--- config.mk ---
export PLATFORM = sky130hd
export DESIGN_NAME = qpg_pwm
export DESIGN_NICKNAME = d
export VERILOG_FILES = /design/src/inc/qpg_pkg.sv /design/src/hw/qpg_pwm.sv
export SDC_FILE = /design/constraint.sdc
export NUM_CORES = 1
export LEC_CHECK = 0
export ABC_AREA = 1
export BUFFER_PORTS_ARGS = -buffer_cell sky130_fd_sc_hd__buf_2
export CORE_UTILIZATION = 30
export DETAILED_ROUTE_END_ITERATION = 10
export PLACE_DENSITY = 0.58
export RECOVER_POWER = 50
export SYNTH_ARGS = -nofsm -noshare
export SYNTH_HDL_FRONTEND = slang
export SYNTH_SLANG_ARGS = --single-unit
--- constraint.sdc ---
create_clock -name clk -period 3.3 [get_ports clk]
set_input_delay 0.66 -clock clk [delete_from_list [all_inputs] [get_ports clk]]
set_output_delay 0.66 -clock clk [all_outputs]
set_load 0.02 [all_outputs]
--- src/inc/qpg_pkg.sv ---
package qpg_pkg;
   localparam int CHANNELS = 4;
   localparam int DATA_W = 12;
   localparam int BYTE_W = 8;
   localparam int SUBSECTIONS = 16;
   localparam int STEPS_PER_SUB = 256;
   // Oscillator periods per minimum step
   localparam int OSC_PER_STEP = 2;
   localparam logic [11:0] PWM_RESET = 12'h000;
   // Lower byte field positions
   localparam int LB_DATA_HI = 7;
   localparam int LB_DATA_LO = 4;
   localparam int LB_ENABLE = 3;
   localparam int LB_CHAN_HI = 2;
   localparam int LB_CHAN_LO = 1;
   localparam int LB_UPPER_FOLLOWS = 0;
   // APB register offsets
   localparam logic [11:0] OFF_CTRL = 12'h000;
   localparam logic [11:0] OFF_STATUS = 12'h004;
   localparam logic [11:0] OFF_PWM0 = 12'h010;
   localparam int CTRL_RUN = 0;
   localparam logic [31:0] CTRL_RESET = 32'h0000_0001;
endpackage

--- src/hw/qpg_pwm.sv ---
`timescale 1ns/100ps
module qpg_pwm (
   input wire logic clk,
   input wire logic arst_n,
   input wire logic paddrValid,
   input wire logic psel,
   input wire logic penable,
   input wire logic pwrite,
   input wire logic [11:0] paddr,
   input wire logic [31:0] pwdata,
   output logic [31:0] prdata,
   output logic pready,
   output logic pslverr,
   input wire logic chipSel_n,
   input wire logic write_n,
   input wire logic serialClk,
   input wire logic serialData,
   input wire logic global_float_ctl,
   input wire logic devReset_n,
   output logic [3:0] pwmOut,
   output logic [3:0] pwmOutEn
);
   logic [31:0] ctrl_r;
   logic stepDiv_r;
   logic stepEn;
   logic [7:0] stepCnt_r;
   logic [3:0] subCnt_r;
   logic cycleEnd;
   logic sclkPrev_r;
   logic wrPrev_r;
   logic [7:0] shift_r;
   logic [7:0] lower_r;
   logic [7:0] upper_r;
   logic upperPending_r;
   logic loadPulse;
   logic [11:0] loadValue;
   logic [1:0] loadChan;
   logic loadEnable;
   logic [11:0] pwmReg_r [4];
   logic [3:0] enReg_r;
   logic [11:0] active_r [4];
   logic [3:0] activeEn_r;
   logic floatAll_r;
   logic resetHold_r;
   logic [3:0] lengthened_subsection;
   logic run;

   assign run = ctrl_r[qpg_pkg::CTRL_RUN];

   // APB slave, zero wait states
   assign pready = 1'b1;
   assign pslverr = psel && penable && !(paddr == qpg_pkg::OFF_CTRL
      || paddr == qpg_pkg::OFF_STATUS
      || (paddr >= qpg_pkg::OFF_PWM0 && paddr < qpg_pkg::OFF_PWM0 + 12'h010));

   always_ff @(posedge clk or negedge arst_n) begin
      if (!arst_n) begin
         ctrl_r <= qpg_pkg::CTRL_RESET;
      end else if (psel && penable && pwrite && paddr == qpg_pkg::OFF_CTRL) begin
         ctrl_r <= {31'h0000_0000, pwdata[qpg_pkg::CTRL_RUN]};
      end
   end

   always_ff @(posedge clk or negedge arst_n) begin
      if (!arst_n) begin
         prdata <= 32'h0000_0000;
      end else if (psel && !penable && !pwrite) begin
         if (paddr == qpg_pkg::OFF_CTRL) begin
            prdata <= ctrl_r;
         end else if (paddr == qpg_pkg::OFF_STATUS) begin
            prdata <= {16'h0000, 4'h0, subCnt_r, activeEn_r, 2'b00,
               resetHold_r, floatAll_r};
         end else if (paddr >= qpg_pkg::OFF_PWM0
            && paddr < qpg_pkg::OFF_PWM0 + 12'h010) begin
            prdata <= {20'h00000, pwmReg_r[paddr[3:2]]};
         end else begin
            prdata <= 32'h0000_0000;
         end
      end
   end

   // Step enable at half the clock rate
   always_ff @(posedge clk or negedge arst_n) begin
      if (!arst_n) begin
         stepDiv_r <= 1'b0;
      end else if (run) begin
         stepDiv_r <= !stepDiv_r;
      end
   end
   assign stepEn = run && stepDiv_r;

   always_ff @(posedge clk or negedge arst_n) begin
      if (!arst_n) begin
         stepCnt_r <= 8'h00;
         subCnt_r <= 4'h0;
      end else if (resetHold_r && !devReset_n) begin
         stepCnt_r <= 8'h00;
         subCnt_r <= 4'h0;
      end else if (stepEn) begin
         stepCnt_r <= stepCnt_r + 8'h01;
         if (stepCnt_r == 8'hFF) begin
            subCnt_r <= subCnt_r + 4'h1;
         end
      end
   end
   assign cycleEnd = stepEn && stepCnt_r == 8'hFF && subCnt_r == 4'hF;

   // Serial port
   always_ff @(posedge clk or negedge arst_n) begin
      if (!arst_n) begin
         sclkPrev_r <= 1'b0;
         wrPrev_r <= 1'b1;
         shift_r <= 8'h00;
      end else begin
         sclkPrev_r <= serialClk;
         wrPrev_r <= write_n;
         if (!chipSel_n && !write_n && serialClk && !sclkPrev_r) begin
            shift_r <= {shift_r[6:0], serialData};
         end
      end
   end

   always_comb begin
      loadPulse = 1'b0;
      loadValue = {upper_r, lower_r[qpg_pkg::LB_DATA_HI:qpg_pkg::LB_DATA_LO]};
      loadChan = lower_r[qpg_pkg::LB_CHAN_HI:qpg_pkg::LB_CHAN_LO];
      loadEnable = lower_r[qpg_pkg::LB_ENABLE];
      if (write_n && !wrPrev_r && !chipSel_n) begin
         if (upperPending_r) begin
            loadPulse = 1'b1;
            loadValue = {shift_r, lower_r[qpg_pkg::LB_DATA_HI:qpg_pkg::LB_DATA_LO]};
         end else if (!shift_r[qpg_pkg::LB_UPPER_FOLLOWS]
            || !shift_r[qpg_pkg::LB_ENABLE]) begin
            loadPulse = 1'b1;
            loadValue = {upper_r, shift_r[qpg_pkg::LB_DATA_HI:qpg_pkg::LB_DATA_LO]};
            loadChan = shift_r[qpg_pkg::LB_CHAN_HI:qpg_pkg::LB_CHAN_LO];
            loadEnable = shift_r[qpg_pkg::LB_ENABLE];
         end
      end
   end

   always_ff @(posedge clk or negedge arst_n) begin
      if (!arst_n) begin
         lower_r <= 8'h00;
         upper_r <= 8'h00;
         upperPending_r <= 1'b0;
      end else if (write_n && !wrPrev_r && !chipSel_n) begin
         if (upperPending_r) begin
            upper_r <= shift_r;
            upperPending_r <= 1'b0;
         end else begin
            lower_r <= {shift_r[7:1], shift_r[0] && shift_r[qpg_pkg::LB_ENABLE]};
            upperPending_r <= shift_r[0] && shift_r[qpg_pkg::LB_ENABLE];
         end
      end
   end

   // Reset pin acts at cycle end, held while low
   always_ff @(posedge clk or negedge arst_n) begin
      if (!arst_n) begin
         resetHold_r <= 1'b0;
      end else begin
         if (!devReset_n && cycleEnd) begin
            resetHold_r <= 1'b1;
         end else if (devReset_n) begin
            resetHold_r <= 1'b0;
         end
      end
   end

   generate
      for (genvar ch = 0; ch < qpg_pkg::CHANNELS; ch++) begin : gChan
         logic [11:0] stepVal;
         // First step of a new cycle already uses the value taken at its start
         assign stepVal = cycleEnd ? (devReset_n ? pwmReg_r[ch] : qpg_pkg::PWM_RESET)
            : active_r[ch];
         always_ff @(posedge clk or negedge arst_n) begin
            if (!arst_n) begin
               pwmReg_r[ch] <= qpg_pkg::PWM_RESET;
               enReg_r[ch] <= 1'b0;
            end else if ((!devReset_n && cycleEnd) || resetHold_r) begin
               pwmReg_r[ch] <= qpg_pkg::PWM_RESET;
               enReg_r[ch] <= 1'b0;
            end else if (loadPulse && loadChan == 2'(ch)) begin
               enReg_r[ch] <= loadEnable;
               if (loadEnable) begin
                  pwmReg_r[ch] <= loadValue;
               end
            end
         end
         always_ff @(posedge clk or negedge arst_n) begin
            if (!arst_n) begin
               active_r[ch] <= qpg_pkg::PWM_RESET;
               activeEn_r[ch] <= 1'b0;
            end else if (cycleEnd) begin
               active_r[ch] <= stepVal;
               activeEn_r[ch] <= devReset_n && enReg_r[ch];
            end
         end
         always_ff @(posedge clk or negedge arst_n) begin
            if (!arst_n) begin
               pwmOut[ch] <= 1'b0;
            end else if (stepEn) begin
               // High for basic width plus optional step from subsection start
               pwmOut[ch] <= ({1'b0, stepStart(stepCnt_r)}
                  < {1'b0, stepVal[11:4]}
                  + {8'h00, lengthMask(stepVal[3:0], nextSub(stepCnt_r, subCnt_r))});
            end
         end
         // Flag for the subsection now running
         assign lengthened_subsection[ch] = lengthMask(active_r[ch][3:0], subCnt_r);
         assign pwmOutEn[ch] = activeEn_r[ch] && !floatAll_r && !resetHold_r;
      end
   endgenerate

   function automatic logic [7:0] stepStart(input logic [7:0] s);
      stepStart = s + 8'h01;
   endfunction

   function automatic logic [3:0] nextSub(input logic [7:0] s, input logic [3:0] u);
      nextSub = (s == 8'hFF) ? u + 4'h1 : u;
   endfunction

   // Rate multiplier: never subsection 0, so step 255 of sub 0 stays low
   function automatic logic lengthMask(input logic [3:0] low, input logic [3:0] m);
      lengthMask = (low[0] && m == 4'h8)
         || (low[1] && m[2:0] == 3'b100)
         || (low[2] && m[1:0] == 2'b10)
         || (low[3] && m[0]);
   endfunction

   always_ff @(posedge clk or negedge arst_n) begin
      if (!arst_n) begin
         floatAll_r <= 1'b1;
      end else if (cycleEnd) begin
         floatAll_r <= global_float_ctl;
      end
   end

   // Cycle timing, loading and float checks
   chk_full_high_never: assert property (@(posedge clk) disable iff (!arst_n)
      (stepEn && subCnt_r == 4'h0 && stepCnt_r == 8'hFE) |=> pwmOut == 4'h0)
      else $error("output high through a whole cycle");
   chk_float_on_ctl: assert property (@(posedge clk) disable iff (!arst_n)
      (cycleEnd && global_float_ctl) |=> pwmOutEn == 4'h0)
      else $error("outputs driven while float control high");
   chk_value_at_boundary: assert property (@(posedge clk) disable iff (!arst_n)
      !cycleEnd |=> $stable(active_r[1]))
      else $error("active value changed mid cycle");
   chk_reset_clears: assert property (@(posedge clk) disable iff (!arst_n)
      (cycleEnd && !devReset_n) |=> (pwmReg_r[2] == 12'h000 && pwmOutEn == 4'h0))
      else $error("device reset did not clear");
   chk_step_rate: assert property (@(posedge clk) disable iff (!arst_n)
      stepEn |=> !stepEn)
      else $error("step enable faster than half rate");
   chk_disable_no_upper: assert property (@(posedge clk) disable iff (!arst_n)
      (write_n && !wrPrev_r && !chipSel_n && !upperPending_r && !shift_r[3])
      |=> !upperPending_r)
      else $error("upper byte expected after disable");
   chk_no_zero_lengthen: assert property (@(posedge clk) disable iff (!arst_n)
      subCnt_r == 4'h0 |-> lengthened_subsection == 4'h0)
      else $error("subsection zero lengthened");
   chk_cycle_wrap: assert property (@(posedge clk) disable iff (!arst_n)
      cycleEnd |=> (subCnt_r == 4'h0 && stepCnt_r == 8'h00))
      else $error("cycle did not wrap after 4096 steps");
   chk_enable_at_boundary: assert property (@(posedge clk) disable iff (!arst_n)
      !cycleEnd |=> $stable(activeEn_r))
      else $error("output enable changed mid cycle");
   chk_hold_counter: assert property (@(posedge clk) disable iff (!arst_n)
      (resetHold_r && !devReset_n) |=> (stepCnt_r == 8'h00 && subCnt_r == 4'h0))
      else $error("cycle counter ran during device reset");
   chk_float_keeps_value: assert property (@(posedge clk) disable iff (!arst_n)
      (!loadPulse && devReset_n && !resetHold_r) |=> $stable(pwmReg_r[0]))
      else $error("value changed without a write");
   chk_first_step_new: assert property (@(posedge clk) disable iff (!arst_n)
      cycleEnd |=> pwmOut[0] == (active_r[0][11:4] != 8'h00))
      else $error("first step of a cycle used the old value");
endmodule

==> results of run 1 <==
## stage by stage
stage / power (mW) / hold WS, ps / instances / instance area, um2 / setup TNS, ps
after floorplan: 4.31 / 364 / 1180 / 9220 / -464
after global placement: 5.15 / 457 / 1635 / 10200 / -1650
after detailed placement: 5.21 / 461 / 1635 / 10200 / -1640
after CTS: 7.28 / 280 / 1674 / 10900 / -1250
after global routing: 7.89 / 329 / 1683 / 11100 / -2580
final: 7.35 / 338 / 1683 / 11100 / -1380
## state kept, by name, summed over array words and instances, names as in the netlist
name	cells
activeEn_r	4
active_r	48
ctrl_r	1
enReg_r	4
floatAll_r	1
lower_r	7
prdata	12
pwmOut	4
pwmReg_r	48
resetHold_r	1
sclkPrev_r	1
shift_r	8
stepCnt_r	8
stepDiv_r	1
subCnt_r	4
upperPending_r	1
upper_r	8
wrPrev_r	1
## worst max-delay path, delay by kind of cell, from the launching register on
family	cells	cell delay [ps]
and+or+nand+nor	19	1540
adders and majority gates	4	840
buffers and inverters	3	420
AOI/OAI and AO/OA	2	260
xor gates and xnor gates	1	160
DFF	1	400
## cells by family after synthesis
| family | count (synthesis) | share of synthesized area (%) |
|---|---|---|
| compound gates | 209 | 13.1 |
| buf+inv | 213 | 10.1 |
| simple gates | 515 | 24.1 |
| xor+xnor | 21 | 2.05 |
| flops | 162 | 45.2 |
| mux | 1 | 0.125 |
| other cells | 2 | 0.0836 |
| fa+ha+maj | 38 | 5.29 |
## final timing paths
path / startpoint / to / slack [ps] / cells past startpoint
max in group asynchronous: arst_n / stepCnt_r[7]$_DFFE_PN0P_ / 810 / 2
min in group asynchronous: arst_n / pwmReg_r[19]$_DFFE_PN0P_ / 740 / 1
max reg2reg: stepCnt_r[1]$_DFFE_PN0P_ / pwmOut[1]$_DFFE_PN0P_ / -430 / 29
max: stepCnt_r[1]$_DFFE_PN0P_ / pwmOut[1]$_DFFE_PN0P_ / -430 / 29
min reg2reg: prdata[4]$_DFFE_PN0P_ / prdata[4]$_DFFE_PN0P_ / 480 / 2
min: write_n / wrPrev_r$_DFF_PN1_ / 340 / 1
## layer usage
layer | up-vias | wire length [um] | GRT usage, %
li1 | 3923 | - | -
met5 | - | 8 | 0
met1 | 3593 | 11300 | 21.9
met4 | 2 | 438 | 4.28
met3 | 22 | 1040 | 3.07
met2 | 145 | 10600 | 23.9
## final cells by class
type | count | area [um2] | share of cell area [%]
Inverter | 158 | 596 | 5.35
Clock buffer | 17 | 425 | 3.82
Sequential cell | 162 | 4060 | 36.5
Clock inverter | 15 | 136 | 1.23
Timing Repair Buffer | 142 | 1020 | 9.21
Tap cell | 384 | 480 | 4.32
Multi-Input combinational cell | 805 | 4400 | 39.6
## placed cells by master (no fill, tap or decap), drive strengths merged, types with 10 or more instances in the layout
cell	count
nand2	370
inv	165
dfrtp	159
o21ai	143
buf	132
nor2	73
ha	38
nand3	36
clkbuf	27
a21oi	25
conb	21
xor2	21
nor3	16
o31ai	12
nand3b	10
o22ai	10
## report_power, final
group          switching (mW)  internal, mW  total (mW)
logic                    1.58          1.10        2.69
clock network           0.929         0.999        1.93
registers               0.316          2.42        2.73
## timing repair
item / CTS / global route
pin swaps: 9 / 21
hold buffers: 0 / 0
setup endpoints to repair: 4 / 4
hold endpoints to repair: 0 / 0
gates cloned: 0 / 3
gates resized for setup: 19 / 39
setup buffers: 7 / 6
==> results by group, run 1 <==
Run status
  – Run status: complete, but fails checks
  – Failing checks: capacitance limit, slew limit, setup timing

Clocking
  – Clock sinks: 162
  – Num CTS Buffers: 17
  – Htree depth: 4
  – Reg clk slew, reported paths: 70 ps
  – Clock Tree Buf Depth: 2
  – Clock root cell: clkbuf_16
  – CTS tree: yes
  – Clock latency on the worst-skew pair: between 400 and 500 ps

Placed design
  – Routability cong.: 0.810
  – Port-buffer cells: 44
  – DPL Wire Length: 17.2 mm
  – Setup WS pre-CTS: -495 ps

Synthesis
  – Synth Warn #: 0
  – Synth top cells by count: nand2_1, dfrtp_1, inv_1
  – Yosys cell types: about 40
  – Top cells by area, synth: dfrtp_1, nand2_1, o21ai_0
  – Count leader, synth: nand2_1
  – Cell taking the most area after synthesis: dfrtp_1
  – Async set-or-reset flop fraction in the synthesized netlist: 100%
  – Area fraction of the dominant cell type after synthesis: between 40% and 50%
  – Mapped Area: 8990 um2
  – Top_reg_cell synth: dfrtp_1
  – EDFF count, synth: 0
  – Mapped Cells: 1161
  – Avg Cell Area, Syn: 7.74 um2
  – Number of synthesized register bits: 162
  – Sequential cell area fraction in the yosys report: 45.2%

Critical path
  – Most common cell on crit path: nand2_1
  – Worst path required time: 3630 ps
  – CP Max Fanout: 8
  – CP endpoint kind: register
  – Slowest-stage cell, CP: dfrtp_1
  – Setup crit start kind: register
  – Critical Path AT: 4060 ps
  – Slowest stage delay, CP: 400 ps
  – Worst Setup Path Type: register to register

Detailed routing
  – DR DRC count: 0
  – Wire length per cell: 13.9 um
  – Post-route ant nets: 0
  – DR pass1 iterations: 8
  – Via/cell ratio: 4.57
  – Total number of vias: between 7000 and 8000
  – Iteration-0 DRC Markers: between 500 and 600
  – Total Wirelength: between 20 and 25 mm

STA
  – Crit path time final: approximately 3700 ps
  – Fin crit share: 113%
  – Max-slew violation count: 74
  – Final setup vio count: 4
  – Final worst slack: -430 ps
  – F_max: 268 MHz
  – Slew @ Worst Pin: 1850 ps
  – Slew Limit Headroom: -23.5%
  – RSZ-0062 raised after global routing: true
  – Worst Skew: 14.6 ps
  – Final Hold Vio Count: 0

Floorplan
  – Chip width: 175 um
  – Total Die Area: 30600 um2
  – Die height: 175 um
  – Initial core utilization: 30.9%
  – Ports: 98
  – FP Rows: 62
  – Core ar.: slightly below 30000 um2

Global routing
  – Antenna violations before repair: 1
  – Total GRT Usage: 15.5%
  – GRT overflow: 0
  – Vias in the first global route: 7002
  – Pin count of the biggest net entering global routing: 74
  – First-pass GRT wire length: ~37 mm

Pwr
  – Leakage: 5.84 nW
  – Max IR drop VDD: 0.365 mV
  – Pwr/cell area: 660 nW/um2

Hold path
  – Worst hold path type: input port to register

Finish
  – Area Overhead vs Synth: 23.8%
  – Fillers: 2965
  – Layout cells sized above 1: 20.2%
  – N_diodes: 0
  – Layout net count: 1380
  – Final Util: 38.2%

Job
  – Max-Cap Viols: 1
Power figures use the tool's default switching activity.
==> run 2, diff against run 1 <==
--- a/config.mk
+++ b/config.mk
@@ -7,6 +7,7 @@
 export LEC_CHECK = 0
 export ABC_AREA = 1
 export BUFFER_PORTS_ARGS = -buffer_cell sky130_fd_sc_hd__buf_2
+export CORE_ASPECT_RATIO = 2
 export CORE_UTILIZATION = 30
 export DETAILED_ROUTE_END_ITERATION = 10
 export PLACE_DENSITY = 0.58
==> results by group, run 2 (synthesis gave the netlist of run 1 again) <==
Pwr
  – Leakage: 5.98 nW
  – Pwr/cell area: 678 nW/um2
  – Max IR drop VDD: 0.375 mV

STA
  – Slew Limit Headroom: -40.6%
  – Slew @ Worst Pin: 2110 ps
  – Final setup vio count: 4
  – Max-slew violation count: between 70 and 80
  – Final Hold Vio Count: 0
  – Min Hold Slack: 333 ps
  – Final worst slack: -381 ps
  – F_max: 272 MHz
  – Crit path time final: 3680 ps
  – Worst Skew: 13.7 ps
  – Fin crit share: 112%
  – RSZ-0062 raised after global routing: true

Critical path
  – Crit path launch: stepCnt_r[0]$_DFFE_PN0P_
  – Critical Path AT: 4020 ps
  – Slowest stage delay, CP: 400 ps
  – End of the critical path: pwmOut[2]$_DFFE_PN0P_
  – Critical register-to-register path startpoint: stepCnt_r[0]$_DFFE_PN0P_
  – Setup crit start kind: register
  – CP Max Fanout: 5
  – Reg2reg end: pwmOut[2]$_DFFE_PN0P_
  – R2r worst-path depth: 29
  – CP endpoint kind: register
  – Worst Setup Path Type: register to register
  – Worst path required time: 3640 ps
  – Slowest-stage cell, CP: dfrtp_1
  – Most common cell on crit path: nand2_1
  – CP Buf/Inv Count: 4
  – R2R setup slack: -380 ps
  – Top delay family on crit path: simple AND/OR/NAND/NOR gates
  – WP depth: 29

Clocking
  – Hold_buf cts: 0
  – CTS tree: yes
  – Clock sinks: 162
  – Num CTS Buffers: 17
  – Clock Tree Buf Depth: 2
  – Clock root cell: clkbuf_16
  – Clock latency on the worst-skew pair: 440 ps
  – Htree depth: 4
  – Reg clk slew, reported paths: 60 ps

Run status
  – Failing checks: capacitance limit, slew limit, setup timing
  – Run status: complete, but fails checks

Placed design
  – Setup WS pre-CTS: -510 ps
  – DPL Wire Length: roughly 20 mm
  – Routability cong.: 0.900
  – Post-DP Area: 10400 um2
  – Port-buffer cells: 44

Global routing
  – First-pass GRT wire length: around 40 mm
  – Pin count of the biggest net entering global routing: 79
  – Vias in the first global route: 7782
  – GRT overflow: 0
  – Antenna violations before repair: 1
  – Total GRT Usage: ~17%

Floorplan
  – Ports: 98
  – Die height: between 200 and 250 um
  – Initial core utilization: 30.5%
  – Core ar.: just under 30000 um2
  – Chip width: 124 um
  – FP Rows: 89
  – Total Die Area: 30700 um2

Detailed routing
  – Via/cell ratio: 4.62
  – DR pass1 iterations: 4
  – Wire length per cell: 15.4 um
  – DR DRC count: 0
  – Total number of vias: 7801
  – Total Wirelength: 26.0 mm
  – Post-route ant nets: 0
  – Iteration-0 DRC Markers: 347

Finish
  – Area Overhead vs Synth: 26.1%
  – Commonest non-fill, non-tap cell in the layout: nand2_1
  – Top flop regs: active_r: 48 flops, pwmReg_r: 48 flops, prdata: 12 flops
  – Final instance area: 11300 um2
  – Layout net count: 1405
  – N_diodes: 0
  – Layout cells sized above 1: about 22%
  – Most frequent cells in the layout: nand2_1, dfrtp_1, inv_1

Hold path
  – Worst hold path type: input port to register

Job
  – Max-Cap Viols: 1
run 2: cell count changes in the layout (fill, tap and decap cells not counted), moves of 4 or more:
cell       previous run  this run
buf_4                84       114
inv_6                 7         0
bufinv_16             0         4
o21ai_0             109       113
o21ai_2               7         3
run 2: through the flow:
stage	utilization, %	total power, mW	setup TNS (ps)	instances
after floorplan	-	4.31	-464	1180
after global placement	35.2	5.31	-1760	1638
after detailed placement	35.2	5.37	-1820	1638
after CTS	37.9	7.66	-1410	1677
after global routing	38.4	8.20	-7200	1687
final	38.4	7.68	-1210	1687
run 2: layout make-up:
class | count | area [um2]
flip-flops and latches | 162 | 4060
fillers | 2980 | 18200
clock buffers | 22 | 474
inverters | 158 | 593
clock inverters | 9 | 154
repair buffers | 167 | 1200
well taps | 364 | 455
multi-input cells | 805 | 4400
run 2: metal layers:
metal / vias up / wire length, um / global-route usage [%]
li1: 3943 / - / -
met1: 3706 / 9010 / 15.9
met2: 112 / 15300 / 35.9
met3: 38 / 451 / 2.44
met4: 2 / 1170 / 9.25
met5: - / 8 / 0
run 2: what timing repair did:
item                       in CTS  in global routing
setup endpoints to repair       4                  4
gates resized for setup        23                 27
pin swaps                      15                  9
cloned                          0                  1
buffers inserted                9                  9
run 2: worst min path at each step:
stage	end	slack [ps]	startpoint	depth (start not counted)
2_1_floorplan	activeEn_r[0]$_DFFE_PN0N_	360	arst_n	0
3_3_place_gp	active_r[16]$_DFFE_PN0N_	460	active_r[16]$_DFFE_PN0N_	2
3_5_place_dp	prdata[9]$_DFFE_PN0P_	460	prdata[9]$_DFFE_PN0P_	2
4_1_cts	stepCnt_r[3]$_DFFE_PN0P_	300	arst_n	1
5_1_grt	wrPrev_r$_DFF_PN1_	330	write_n	1
6_report	wrPrev_r$_DFF_PN1_	330	write_n	1
run 2: worst register-to-register path: cells and delay by family, from the launching register on:
| family | cells | cell delay (ps) |
|---|---|---|
| AND/OR/NAND/NOR | 18 | 1370 |
| adder cells (fa/ha/maj) | 4 | 850 |
| buffers and inverters | 4 | 490 |
| flip-flops | 1 | 400 |
| AO/OA/AOI/OAI | 2 | 290 |
| XOR/XNOR | 1 | 150 |
run 2: power breakdown:
group          total, mW  switching [mW]  internal [mW]
registers           2.73           0.315           2.42
clock network       2.14           0.817           1.32
logic               2.81            1.69           1.12
total               7.68            2.83           4.86
==> run 3, diff against run 2 <==
--- a/config.mk
+++ b/config.mk
@@ -10,6 +10,7 @@
 export CORE_ASPECT_RATIO = 2
 export CORE_UTILIZATION = 30
 export DETAILED_ROUTE_END_ITERATION = 10
+export GPL_TIMING_DRIVEN = 0
 export PLACE_DENSITY = 0.58
 export RECOVER_POWER = 50
 export SYNTH_ARGS = -nofsm -noshare
==> results by group, run 3 (synthesis gave the netlist of run 1 again) <==
Clocking
  – Reg clk slew, reported paths: 70 ps
  – Clock latency on the worst-skew pair: 450 ps
  – CTS tree: yes
  – Num CTS Buffers: 17
  – Clock sinks: roughly 160
  – Htree depth: 4
  – Clock Tree Buf Depth: 2
  – Clock root cell: clkbuf_16
  – Hold_buf cts: 0

Pwr
  – Pwr/cell area: 685 nW/um2
  – Reg power frac: 36.8%
  – Max IR drop VDD: about 0.32 mV
  – Psw: 2.92 mW
  – Switching Fraction: 38.9%
  – Combinational share of power: a little over a third
  – Leakage: 5.68 nW
  – Clk pwr share: about 28%
  – Pint: 4.58 mW

STA
  – Final setup vio count: 4
  – Final worst slack: -498 ps
  – Worst Skew: 11.0 ps
  – RSZ-0062 raised after global routing: true
  – F_max: 263 MHz
  – Slew Limit Headroom: -8.52%
  – Crit path time final: 3800 ps
  – Fin crit share: 115%
  – Min Hold Slack: around 330 ps
  – Sum Neg Setup Slack: -1540 ps
  – Max-slew violation count: 66
  – Slew @ Worst Pin: 1630 ps
  – Final Hold Vio Count: 0

Detailed routing
  – Total Wirelength: 26.9 mm
  – Iteration-0 DRC Markers: about 380
  – Via/cell ratio: 4.70
  – DR pass1 iterations: 4
  – Total number of vias: about 7700
  – Wire length per cell: 16.3 um
  – DR DRC count: 0
  – Post-route ant nets: 0

Critical path
  – Critical Path AT: 4140 ps
  – Crit path launch: stepCnt_r[0]$_DFFE_PN0P_
  – Worst Setup Path Type: register to register
  – R2R setup slack: -500 ps
  – Setup crit start kind: register
  – Reg2reg end: pwmOut[2]$_DFFE_PN0P_
  – Slowest-stage cell, CP: dfrtp_2
  – CP Buf/Inv Count: 3
  – Worst path required time: 3650 ps
  – Top delay family on crit path: simple AND/OR/NAND/NOR gates
  – Most common cell on crit path: nand2_1
  – CP Max Fanout: 5
  – R2r worst-path depth: 29
  – Slowest stage delay, CP: around 430 ps
  – Critical register-to-register path startpoint: stepCnt_r[0]$_DFFE_PN0P_
  – CP endpoint kind: register

Hold path
  – Worst hold start: write_n
  – Hold EP: wrPrev_r$_DFF_PN1_
  – Worst hold path type: input port to register
  – WHS Path Cells: 1

Finish
  – Layout net count: 1362
  – Sequential cell area: 4060 um2
  – Area Overhead vs Synth: 21.9%
  – Footprint of the multi-input gates: 4460 um2
  – Final instance area: ~11000 um2
  – Top flop regs: active_r: 48 flops, pwmReg_r: 48 flops, prdata: 12 flops
  – Layout cells sized above 1: 18.7%
  – Most frequent cells in the layout: nand2_1, dfrtp_1, inv_1
  – Commonest non-fill, non-tap cell in the layout: nand2_1
  – Fillers: 3000

Run status
  – Run status: complete, but fails checks
  – Failing checks: capacitance limit, slew limit, setup timing

Placed design
  – Setup WS pre-CTS: -1180 ps
  – Port-buffer cells: 42
  – Post-DP Area: 9920 um2
  – Routability cong.: 0.855
  – DPL Wire Length: approximately 21 mm

Floorplan
  – Chip width: 124 um
  – Ports: 98
  – Initial core utilization: a little under a third
  – Total Die Area: 30700 um2
  – Die height: between 200 and 250 um
  – FP Rows: 89
  – Core ar.: slightly below 30000 um2

Job
  – Max-Cap Viols: 1

Global routing
  – Total GRT Usage: 18.2%
  – Pin count of the biggest net entering global routing: ~100
  – Antenna violations before repair: 1
  – GRT overflow: 0
  – First-pass GRT wire length: 42.5 mm
  – Vias in the first global route: slightly below 8000
-- run 3: timing repair --
action                                  in CTS  in global routing
endpoints found under the setup margin       4                  4
gates resized for setup                     43                 29
setup buffers                               20                  6
pin swaps                                   14                 14
cloned                                       0                  0
-- run 3: cell type report --
cell class                 instances  share of cell area (%)
buffer                            55                    3.32
clock inverter                    13                    1.52
inverter                         158                    5.45
antenna                            2                  0.0457
sequential                       162                    37.1
tap                              364                    4.16
multi-input combinational        805                    40.7
clock buffer                      19                    4.04
timing repair buffer              69                    3.75
-- run 3: per-layer routing --
| metal | GRT usage (%) | share of wire (%) | up-vias |
|---|---|---|---|
| met2 | 35.3 | 56 | 130 |
| li1 | - | - | 3871 |
| met1 | 16.5 | 34 | 3661 |
| met4 | 15.1 | 7.9 | 0 |
| met3 | 2.47 | 1.9 | 77 |
| met5 | 0 | 0 | - |
-- run 3: how the worst max path moves through the flow --
stage | to | cells past startpoint | slack, ps
floorplan | pwmOut[1]$_DFFE_PN0P_ | 30 | -130
global placement | pwmOut[0]$_DFFE_PN0P_ | 29 | -1170
detailed placement | pwmOut[0]$_DFFE_PN0P_ | 29 | -1180
CTS | pwmOut[2]$_DFFE_PN0P_ | 29 | -550
global route | pwmOut[2]$_DFFE_PN0P_ | 29 | -690
finish | pwmOut[2]$_DFFE_PN0P_ | 29 | -500
-- run 3: metrics by stage --
stage / utilization [%] / power [mW] / cells
2_1_floorplan: - / 4.31 / 1180
3_3_place_gp: 33.5 / 5.15 / 1586
3_5_place_dp: 33.6 / 5.21 / 1587
4_1_cts: 36.9 / 7.56 / 1639
5_1_grt: 37.1 / 8.07 / 1647
6_report: 37.1 / 7.51 / 1647
-- run 3: power by group through the flow --
stage	registers, mW	logic, mW	clock network, mW
6_report	2.76	2.67	2.08
5_1_grt	2.81	3.07	2.19
4_1_cts	2.75	2.70	2.11
3_5_place_dp	2.79	2.42	0
3_3_place_gp	2.77	2.38	0
2_1_floorplan	2.69	1.63	0
